--- config.mk ---
export PLATFORM = sky130hd
export DESIGN_NAME = pcp_port_c
export DESIGN_NICKNAME = d
export VERILOG_FILES = /design/src/logic/pcp_apb_slave.v /design/src/logic/pcp_pin_cell.v /design/src/logic/pcp_port_c.v
export VERILOG_INCLUDE_DIRS = /design/src /design/src/logic
export SDC_FILE = /design/constraint.sdc
export NUM_CORES = 1
export LEC_CHECK = 0
export BUFFER_PORTS_ARGS = -buffer_cell sky130_fd_sc_hd__buf_2
export CORE_MARGIN = 1.5
export CORE_UTILIZATION = 54
export DETAILED_ROUTE_END_ITERATION = 10
export PLACE_DENSITY = 0.86
export SLEW_MARGIN = 20
export SYNTH_ARGS = -nofsm -noshare
export SYNTH_HDL_FRONTEND = slang
export SYNTH_SLANG_ARGS = --single-unit
--- constraint.sdc ---
create_clock -name pclk -period 4.4 [get_ports pclk]
set_input_delay 1.32 -clock pclk [delete_from_list [all_inputs] [get_ports pclk]]
set_output_delay 1.32 -clock pclk [all_outputs]
set_load 0.02 [all_outputs]
--- src/logic/pcp_port_c_map.vh ---
// register offsets, reset values and mode codes of the port c block
`ifndef PCP_PORT_C_MAP_VH
`define PCP_PORT_C_MAP_VH
`define PCP_OFS_DIRECTION 16'hfe3b
`define PCP_OFS_PULLUP 16'hfe42
`define PCP_OFS_OUT_DATA 16'hff0b
`define PCP_OFS_PIN_STATE 16'hffbb
`define PCP_RST_DIRECTION 8'h00
`define PCP_RST_PULLUP 8'h00
`define PCP_RST_OUT_DATA 8'h00
`define PCP_UNDEF_READ 8'h00
`define PCP_MODE_4 3'h4
`define PCP_MODE_5 3'h5
`define PCP_MODE_6 3'h6
`define PCP_MODE_7 3'h7
`define PCP_ADDR_W 18
`endif

--- src/logic/pcp_apb_slave.v ---
// apb slave front end: decodes four byte addresses into a one-hot hit vector held for the whole access
`timescale 1ns/1ns
`include "pcp_port_c_map.vh"
module pcp_apb_slave (
  input wire psel,
  input wire penable,
  input wire pwrite,
  input wire [`PCP_ADDR_W-1:0] paddr,
  output wire acc,
  output wire wr,
  output wire [3:0] hit,
  output wire unmapped
);
  // one-hot hit vector: direction, pullup, out data, pin state
  function [3:0] dec;
    input [`PCP_ADDR_W-1:0] a;
    begin
      if (a == {`PCP_OFS_DIRECTION, 2'b00}) begin
        dec = 4'h1;
      end else if (a == {`PCP_OFS_PULLUP, 2'b00}) begin
        dec = 4'h2;
      end else if (a == {`PCP_OFS_OUT_DATA, 2'b00}) begin
        dec = 4'h4;
      end else if (a == {`PCP_OFS_PIN_STATE, 2'b00}) begin
        dec = 4'h8;
      end else begin
        dec = 4'h0;
      end
    end
  endfunction
  // one wait state (pready from pcp_port_c): every access phase completes at its second edge
  assign acc = psel & penable;
  assign wr = acc & pwrite;
  assign hit = dec(paddr);
  assign unmapped = (hit == 4'h0);
endmodule // pcp_apb_slave

--- src/logic/pcp_pin_cell.v ---
// one port pin: function select, drive enable and pull-up for a single bit
`timescale 1ns/1ns
`include "pcp_port_c_map.vh"
module pcp_pin_cell (
  input wire [2:0] mode,
  input wire dir,
  input wire dout,
  input wire addr_bit,
  input wire pull_en,
  output wire drive,
  output wire level,
  output wire pull
);
  wire addr_mode;
  wire m6;
  wire m7;
  assign m6 = (mode == `PCP_MODE_6);
  assign m7 = (mode == `PCP_MODE_7);
  assign addr_mode = (mode == `PCP_MODE_4) | (mode == `PCP_MODE_5) | (m6 & dir); // [RULE5] [RULE6]
  assign drive = addr_mode | (m7 & dir); // [RULE7]
  assign level = addr_mode ? addr_bit : dout; // [RULE1]
  // only port-input pins in modes 6 and 7 may pull up
  assign pull = (m6 | m7) & ~dir & pull_en; // [RULE13] [RULE14]
endmodule // pcp_pin_cell

--- src/logic/pcp_port_c.v ---
// port c: 8-bit general i/o or address output port with apb registers
//
// Function
// [RULE1] eight pins, each general i/o or address output by mode
// [RULE2] direction register is write-only; reads return undefined value
// [RULE3] direction clears on reset and hardware standby, kept in software standby
// [RULE4] output-hold bit picks hold or high-impedance for address pins in software standby
// [RULE5] modes 4 and 5: all pins are address outputs
// [RULE6] mode 6: direction 1 is address output, 0 is input
// [RULE7] mode 7: direction 1 drives data register, 0 is input
// [RULE8] output data register eight bits read/write, clears on reset, kept in standby; the code also clears it in hardware standby
// [RULE9] pin-state register read-only; writes ignored
// [RULE10] pin-state read: data bit where direction 1, pin level where 0
// [RULE11] pin-state follows pins after reset, holds in software standby
// [RULE12] pull-up enable register eight bits read/write, clears, kept in standby; the code also clears it in hardware standby
// [RULE13] pull-up only for input pins in modes 6 and 7
// [RULE14] pull-up on when direction 0 and enable 1
// [RULE15] pull-ups off in reset and hardware standby, frozen in software standby
`timescale 1ns/1ns
`include "pcp_port_c_map.vh"
module pcp_port_c (
  input wire pclk,
  input wire presetn,
  input wire psel,
  input wire penable,
  input wire pwrite,
  input wire [`PCP_ADDR_W-1:0] paddr,
  input wire [31:0] pwdata,
  output reg [31:0] prdata,
  output reg pready,
  output reg pslverr,
  input wire [2:0] op_mode,
  input wire hw_standby,
  input wire sw_standby,
  input wire standby_output_hold,
  input wire [7:0] addr_out,
  input wire [7:0] io_pins_in,
  output reg [7:0] io_pins_out,
  output reg [7:0] io_pins_oe_n,
  output reg [7:0] io_pins_pullup
);
  reg [7:0] pin_direction_bits;
  reg [7:0] output_data_bits;
  reg [7:0] pullup_enable_bits;
  reg [7:0] pin_level_readback;
  reg [7:0] next_readback;
  wire acc;
  wire wr;
  wire [3:0] hit;
  wire unmapped;
  wire [7:0] drive;
  wire [7:0] level;
  wire [7:0] pull;
  wire [7:0] addr_pin;
  reg [31:0] next_prdata;
  integer i;

  pcp_apb_slave u_apb (
    .psel(psel),
    .penable(penable),
    .pwrite(pwrite),
    .paddr(paddr),
    .acc(acc),
    .wr(wr),
    .hit(hit),
    .unmapped(unmapped)
  );

  genvar g;
  generate
    for (g = 0; g < 8; g = g + 1) begin : g_pin
      pcp_pin_cell u_cell (
        .mode(op_mode),
        .dir(pin_direction_bits[g]),
        .dout(output_data_bits[g]),
        .addr_bit(addr_out[g]),
        .pull_en(pullup_enable_bits[g]),
        .drive(drive[g]),
        .level(level[g]),
        .pull(pull[g])
      );
      // drive without data register term means this pin is carrying address
      assign addr_pin[g] = drive[g] & ~((op_mode == `PCP_MODE_7) & pin_direction_bits[g]);
    end
  endgenerate

  // registers; hardware standby acts as a synchronous clear
  always @(posedge pclk or negedge presetn) begin
    if (!presetn) begin
      pin_direction_bits <= `PCP_RST_DIRECTION;
      output_data_bits <= `PCP_RST_OUT_DATA;
      pullup_enable_bits <= `PCP_RST_PULLUP;
    end else if (hw_standby) begin
      pin_direction_bits <= `PCP_RST_DIRECTION; // [RULE3]
      output_data_bits <= `PCP_RST_OUT_DATA; // [RULE8]
      pullup_enable_bits <= `PCP_RST_PULLUP; // [RULE12]
    end else if (wr && pready) begin
      // a write lands only at the edge where the master sees pready
      // writes to the pin-state address fall through: nothing stored
      if (hit[0]) begin
        pin_direction_bits <= pwdata[7:0]; // [RULE3]
      end else if (hit[1]) begin
        pullup_enable_bits <= pwdata[7:0]; // [RULE12]
      end else if (hit[2]) begin
        output_data_bits <= pwdata[7:0]; // [RULE8]
      end
    end
  end

  // pin-state sample is frozen in software standby
  always @* begin
    for (i = 0; i < 8; i = i + 1) begin
      next_readback[i] = pin_direction_bits[i] ? output_data_bits[i] : io_pins_in[i]; // [RULE10]
    end
  end

  always @(posedge pclk or negedge presetn) begin
    if (!presetn) begin
      pin_level_readback <= `PCP_RST_OUT_DATA;
    end else if (hw_standby || !sw_standby) begin
      // after reset the cleared direction bits make this follow the pins
      pin_level_readback <= next_readback; // [RULE11]
    end
  end

  always @* begin
    next_prdata = 32'h0000_0000;
    if (hit[0]) begin
      next_prdata = {24'h00_0000, `PCP_UNDEF_READ}; // [RULE2]
    end else if (hit[1]) begin
      next_prdata = {24'h00_0000, pullup_enable_bits};
    end else if (hit[2]) begin
      next_prdata = {24'h00_0000, output_data_bits}; // [RULE8]
    end else if (hit[3]) begin
      // live value when the sample is running, held value in software standby
      next_prdata = {24'h00_0000, sw_standby ? pin_level_readback : next_readback}; // [RULE9]
    end
  end

  // apb answer: registered, one wait state so outputs come from flops
  always @(posedge pclk or negedge presetn) begin
    if (!presetn) begin
      pready <= 1'b0;
      pslverr <= 1'b0;
      prdata <= 32'h0000_0000;
    end else begin
      pready <= acc & ~pready;
      pslverr <= acc & ~pready & unmapped;
      prdata <= (acc & ~pready & ~pwrite) ? next_prdata : 32'h0000_0000;
    end
  end

  // pins
  always @(posedge pclk or negedge presetn) begin
    if (!presetn) begin
      io_pins_out <= 8'h00;
      io_pins_oe_n <= 8'hff;
      io_pins_pullup <= 8'h00;
    end else if (hw_standby) begin
      io_pins_out <= 8'h00;
      io_pins_oe_n <= 8'hff;
      io_pins_pullup <= 8'h00; // [RULE15]
    end else if (sw_standby) begin
      // address pins hold or float; port pins and pull-ups keep their state
      io_pins_oe_n <= io_pins_oe_n | (addr_pin & {8{~standby_output_hold}}); // [RULE4]
    end else begin
      io_pins_out <= level; // [RULE1] [RULE7]
      io_pins_oe_n <= ~drive; // [RULE5] [RULE6]
      io_pins_pullup <= pull; // [RULE14]
    end
  end
endmodule // pcp_port_c

==> qor.yml, run 1 <==
outcome: "finished clean"
critPathRequiredTime_ns: 4.64
die_y_um: 86.6
setup_violations: 0
drive_above_1_share_pct: 30.5
final_area_mm2: 0.00434
root_buffer: "clkbuf_8"
routed_via_density: 6.13
end_kind: "register"
syn_inst: 383
holdCritStartpoint: "pready"
cp_slowest_cell: "inv_1"
finalCritPeriodShare_pct: 65.4
timing.setup.tns_ns: 0
max_cap_viol_count: 0
place_ws_ns: 1.21
async_flop_share_pct: 100
antenna_cells: 0
hp-class: "register to register"
rows: 30
drtAntennaViolNets: 0
cts_tree: "built"
critPathKind: "input pin to register"
clk_latency_ns: 0.36
h-tree-depth: 3
syn_to_final_growth_pct: 14.9
antenna_found_initial: 0
critPathLaunchType: "input pin"
clk_pin_slew_ns: 0.07
path_max_fanout: 33
fin_crit_ns: 2.88
synth_flop_cell: "dfrtp_1"
dieArea_mm2: 0.00751
syn_area_mm2: 0.00378
cts_sinks: 66
crit_arrival_ns: 3.11
path_cells: "buf_2, inv_1, o211a_1, o2111ai_1, a311oi_1"
grt_pass1_vias: 3098
clock_path_buffers: 2
synth_warnings: 0
ys_types: 47
critPathLaunch: "sw_standby"
final_common_cell: "buf_2"
fmax_mhz: 348
n_fill_cell: 564
p_leak_nw: 2.00
initial_core_util_pct: 55.6
grt_max_degree: 52
total_power_mw: 1.30
ctsResizeCount: 0
grt-ovfl-total: 0
place_hpwl_um: 7220
synth-seq-area-share_pct: 44.0
rr_startpoint: "pready"
hold_violations: 0
slew_headroom_pct: 35.7
drc: 0
core_mm2: 0.00679
io_buffers: 86
synth_edf_count: 0
drtIter0Drc: 412
fin_nets: 534
ys_seq_elements: 66
dr.pass1.iters: 5
cpPeakStageDelay_ns: 0.76
layout_common_cells: "buf_2, dfrtp_1, nor2_1"
gp_routability_congestion: 0.958
ir_drop_mv: 0.165
cts_inserted_buffers: 9
worstMarginPinSlew_ns: 0.964
grt_pass1_wl_um: 16000
die_x_um: 86.6
vias: 3418
placed_area_mm2: 0.00416
wl_per_cell_um: 18.1
power_density_mw_per_mm2: 299
routed_wl_um: 10100
syn_avg_cell_area_um2: 9.86
slew_violations: 0
rsz0062_at_grt: "false"
cts_setup_buffers: 0
fin_ws_ns: 1.52
fin_skew_ns: 0.00870
grt_use_total_pct: 28.0
cts_hold_buf: 0
io-pin-count: 135
-- cell families (layout without fill, tap and decap cells) --
group	Yosys count	count (layout)	synth area share (%)
AND/OR/NAND/NOR	124	124	20.3
AO/OA/AOI/OAI	114	114	22.2
flip-flops	66	66	44.0
buffers and inverters	61	117	8.71
multiplexers	17	17	4.77
other	1	24	0.0993
-- registers in the layout, summed over array words and instances, names as in the netlist --
signal,count
pin_direction_bits,8
io_pins_pullup,8
pslverr,1
io_pins_out,8
output_data_bits,8
pin_level_readback,8
io_pins_oe_n,8
pullup_enable_bits,8
prdata,8
pready,1
-- cells in the mapped netlist (3+ instances only) --
master	instances	area share, %
nand2_1	6	0.60
dfrtp_1	58	38
nor4b_2	3	1.2
nor3_1	9	1.2
clkbuf_1	18	1.8
inv_1	11	1.1
nand4_1	8	1.3
o21ai_0	31	4.1
dfstp_2	8	5.6
a221o_1	7	1.9
nor2_1	36	3.6
o211a_1	8	2.1
mux2i_1	9	2.4
a21o_1	7	1.4
nand3_1	24	3.2
mux2_2	8	2.4
a311oi_1	15	3.5
a32o_1	8	2.1
nand2b_1	18	3.0
o2111ai_1	8	1.9
a21bo_2	7	1.9
buf_1	5	0.50
a21oi_1	18	2.4
buf_4	24	4.8
-- worst paths after layout --
path | to | slack [ns] | depth (start not counted)
hold reg to reg | pready | 0.48 | 1
setup reg to reg | pin_direction_bits[1] | 2.43 | 4
min in group asynchronous | prdata[3] | 1.02 | 1
hold / removal | pready | 0.48 | 1
setup / recovery | prdata[3] | 1.52 | 5
max in group asynchronous | io_pins_oe_n[2] | 2.62 | 2
-- worst max-delay path: cells and delay by family --
kind	cells	cell delay [ns]
AOI/OAI and AO/OA	3	0.80
buffers and inverters	2	0.99
-- per-layer routing --
layer,vias up,global-route usage [%],routed length (um)
li1,1521,-,-
met1,1642,38.7,4120
met2,227,42.8,4770
met3,28,5.90,926
met4,0,11.9,302
met5,-,0,0
-- power by group --
part	total, mW	switching, mW	internal, mW
clock	0.499	0.244	0.255
sequential	0.634	0.00844	0.626
combinational	0.164	0.111	0.0536
-- final cells by class --
| cell class | count | area [um2] | area share [%] |
|---|---|---|---|
| Clock inverter | 7 | 60.1 | 1.38 |
| Inverter | 11 | 41.3 | 0.951 |
| Tap cell | 96 | 120 | 2.77 |
| Sequential cell | 66 | 1660 | 38.3 |
| Multi-Input combinational cell | 279 | 1870 | 43.2 |
| Timing Repair Buffer | 90 | 460 | 10.6 |
| Clock buffer | 9 | 124 | 2.85 |
-- through the flow --
stage	hold WS [ns]	instances	util (%)
floorplan	0.482	406	-
global placement	0.474	542	61.2
detailed placement	0.467	542	61.2
CTS	0.486	558	63.9
global route	0.517	558	63.9
finish	0.485	558	63.9
No activity file was read; power rests on OpenSTA's default activity.
==> run 2: changes to the inputs <==
--- a/config.mk
+++ b/config.mk
@@ -8,9 +8,9 @@
 export LEC_CHECK = 0
 export BUFFER_PORTS_ARGS = -buffer_cell sky130_fd_sc_hd__buf_2
 export CORE_MARGIN = 1.5
-export CORE_UTILIZATION = 54
+export CORE_UTILIZATION = 45
 export DETAILED_ROUTE_END_ITERATION = 10
-export PLACE_DENSITY = 0.86
+export PLACE_DENSITY = 0.76
 export SLEW_MARGIN = 20
 export SYNTH_ARGS = -nofsm -noshare
 export SYNTH_HDL_FRONTEND = slang
==> constraint.sdc (replaced) <==
create_clock -name pclk -period 2.38 [get_ports pclk]
set_input_delay 0.714 -clock pclk [delete_from_list [all_inputs] [get_ports pclk]]
set_output_delay 0.714 -clock pclk [all_outputs]
set_load 0.02 [all_outputs]
==> run 2 against run 1 <==
Against the previous run:
- setup slack worse by 1.1 ns
- sequential power up 85%
- utilization is 9.2 points lower
- final cell count is 3.8% higher
- first-iteration DRC count is 26% lower
- hold slack got worse by 0.17 ns
- count of clock-buffer cells in the layout up 1
- largest power group unchanged
==> qor.yml, run 2 (synthesized netlist as in run 1, its figures left out) <==
critPathKind: "input pin to register"  # unchanged
final_common_cell: "buf_2"  # unchanged
fin_crit_ns: 1.91
gp_routability_congestion: 0.877  # was 0.958
crit_arrival_ns: 2.17  # was 3.11 ns
p_sw_uw: 674  # was 363 uW
routed.top_layer: "met4"  # unchanged
clk_latency_ns: 0.34  # was 0.36 ns
fin_ws_ns: 0.465  # was 1.52 ns
critPathLaunchType: "input pin"  # unchanged
grt_pass1_vias: 3094  # was 3098
cts_inserted_buffers: 9  # unchanged
clk_pin_slew_ns: 0.07  # about the same
drive_above_1_share_pct: 32.3  # was 30.5%
antenna_cells: 0  # unchanged
cp_slowest_cell: "nor4b_4"  # was inv_1
rsz0062_at_grt: "false"  # unchanged
cts_sinks: 66  # unchanged
cts_tree: "built"  # unchanged
hp-class: "input pin to async pin"  # was register to register
placed_area_mm2: 0.00427  # was 0.00416 mm2
swShare_pct: 27.5  # was 28.0%
hold_violations: 0  # unchanged
drtAntennaViolNets: 0  # unchanged
ctsResizeCount: 0  # unchanged
reg2reg_slack_ns: 0.72  # was 2.43 ns
die_x_um: 94.6  # was 86.6 um
core_mm2: 0.00818  # was 0.00679 mm2
place_ws_ns: 0.103  # was 1.21 ns
worstRegToRegCells: 4  # unchanged
io-pin-count: 135  # unchanged
fin_nets: 546  # was 534
fmax_mhz: 522
io_buffers: 86  # unchanged
rr_endpoint: "pin_direction_bits[2]"  # was pin_direction_bits[1]
clkPwrFrac_pct: 39.3  # was 38.5%
rows: 33  # was 30
final_area_mm2: 0.00447  # was 0.00434 mm2
vias: 3373  # was 3418
grt_use_total_pct: 23.8  # was 28.0%
grt_max_degree: 49  # was 52
path_max_fanout: 18  # was 33
finalCritPeriodShare_pct: 80.5
crit_end: "output_data_bits[7]"  # was prdata[3]
antenna_found_initial: 0  # unchanged
cts_setup_buffers: 0  # unchanged
fin_skew_ns: 0.00797  # was 0.00870 ns
dr_wl_met3_um: 805  # was 926 um
crit_cells: 6  # was 5
combPwrFrac_pct: 12.8  # was 12.7%
worst-path-buf-inv: 2  # unchanged
wl_met2_um: 4700  # was 4770 um
drc: 0  # unchanged
die_y_um: 94.6  # was 86.6 um
critPathLaunch: "paddr[4]"  # was sw_standby
layout_common_cells: "buf_2, dfrtp_1, nor2_1"  # unchanged
grt-ovfl-total: 0  # unchanged
end_kind: "register"  # unchanged
critPathRequiredTime_ns: 2.63  # was 4.64 ns
path_cells: "buf_2, nand3b_1, nor4b_4, buf_4, nand3_2, mux2i_1"  # was buf_2, inv_1, o211a_1, o2111ai_1, a311oi_1
drtIter0Drc: 305  # was 412
p_int_mw: 1.77  # was 935 uW
cp_top_family: "simple AND/OR/NAND/NOR gates"  # was buffers and inverters
syn_to_final_growth_pct: 18.4  # was 14.9%
max_cap_viol_count: 0  # unchanged
initial_core_util_pct: 46.2  # was 55.6%
met1_length_um: 4530  # was 4120 um
grt_pass1_wl_um: 16100  # was 16000 um
h-tree-depth: 3  # unchanged
wl_per_cell_um: 17.8  # was 18.1 um
routed_via_density: 5.83  # was 6.13
ir_drop_mv: 0.293  # was 0.165 mV
place_hpwl_um: 7570  # was 7220 um
outcome: "finished clean"  # unchanged
rr_startpoint: "pready"  # unchanged
slew_violations: 0  # unchanged
routed_wl_um: 10300  # was 10100 um
cpPeakStageDelay_ns: 0.29  # was 0.76 ns
power_density_mw_per_mm2: 547  # was 299 mW/mm2
timing.setup.tns_ns: 0  # unchanged
setup_violations: 0  # unchanged
dieArea_mm2: 0.00895  # was 0.00751 mm2
root_buffer: "clkbuf_8"  # unchanged
clock_path_buffers: 2  # unchanged
cts_hold_buf: 0  # unchanged
p_leak_nw: 2.06  # was 2.00 nW
dr.pass1.iters: 5  # unchanged
seqPwrFrac_pct: 47.9  # was 48.9%
## run 2: routing by layer
metal / track usage [%] / up-vias
met3: 4.67 / 21
met2: 36.5 / 172
met1: 33.0 / 1632
met4: 9.33 / 0
li1: - / 1548
met5: 0 / -
## run 2: power groups by stage
stage / clock network, mW / registers (mW) / logic (mW)
6_report: 0.963 / 1.17 / 0.313
2_1_floorplan: 0 / 1.21 / 0.186
3_5_place_dp: 0 / 1.19 / 0.311
5_1_grt: 1.03 / 1.18 / 0.343
4_1_cts: 0.977 / 1.17 / 0.313
3_3_place_gp: 0 / 1.19 / 0.305
## run 2: worst min path at each step
stage                             to     from  slack, ns
2_1_floorplan         io_pins_out[0]  presetn       0.42
3_3_place_gp                  pready   pready       0.47
3_5_place_dp                  pready   pready       0.47
4_1_cts               io_pins_out[5]  presetn       0.32
5_1_grt               io_pins_out[5]  presetn       0.34
6_report       pin_level_readback[2]  presetn       0.32
## run 2: area by class of cell
type | instances | area, um2
well taps | 105 | 131
clock buffers | 10 | 138
flip-flops and latches | 66 | 1660
repair buffers | 102 | 563
multi-input cells | 279 | 1870
fillers | 748 | 3700
clock inverters | 6 | 66.3
inverters | 11 | 41.3
## run 2: metrics by stage
stage | power, mW | utilization [%] | instances | hold slack, ns
floorplan | 1.40 | - | 406 | 0.418
global placement | 1.50 | 52.2 | 563 | 0.473
CTS | 2.46 | 54.7 | 579 | 0.320
global route | 2.54 | 54.7 | 579 | 0.340
detailed placement | 1.50 | 52.2 | 563 | 0.467
finish | 2.45 | 54.7 | 579 | 0.319
## run 2: worst register-to-register path, stage by stage, from the launching register on
cell,delay (ns)
dfrtp_1,0.39
and4_1,0.23
or4b_1,0.59
o21ai_0,0.24
a21oi_1,0.09
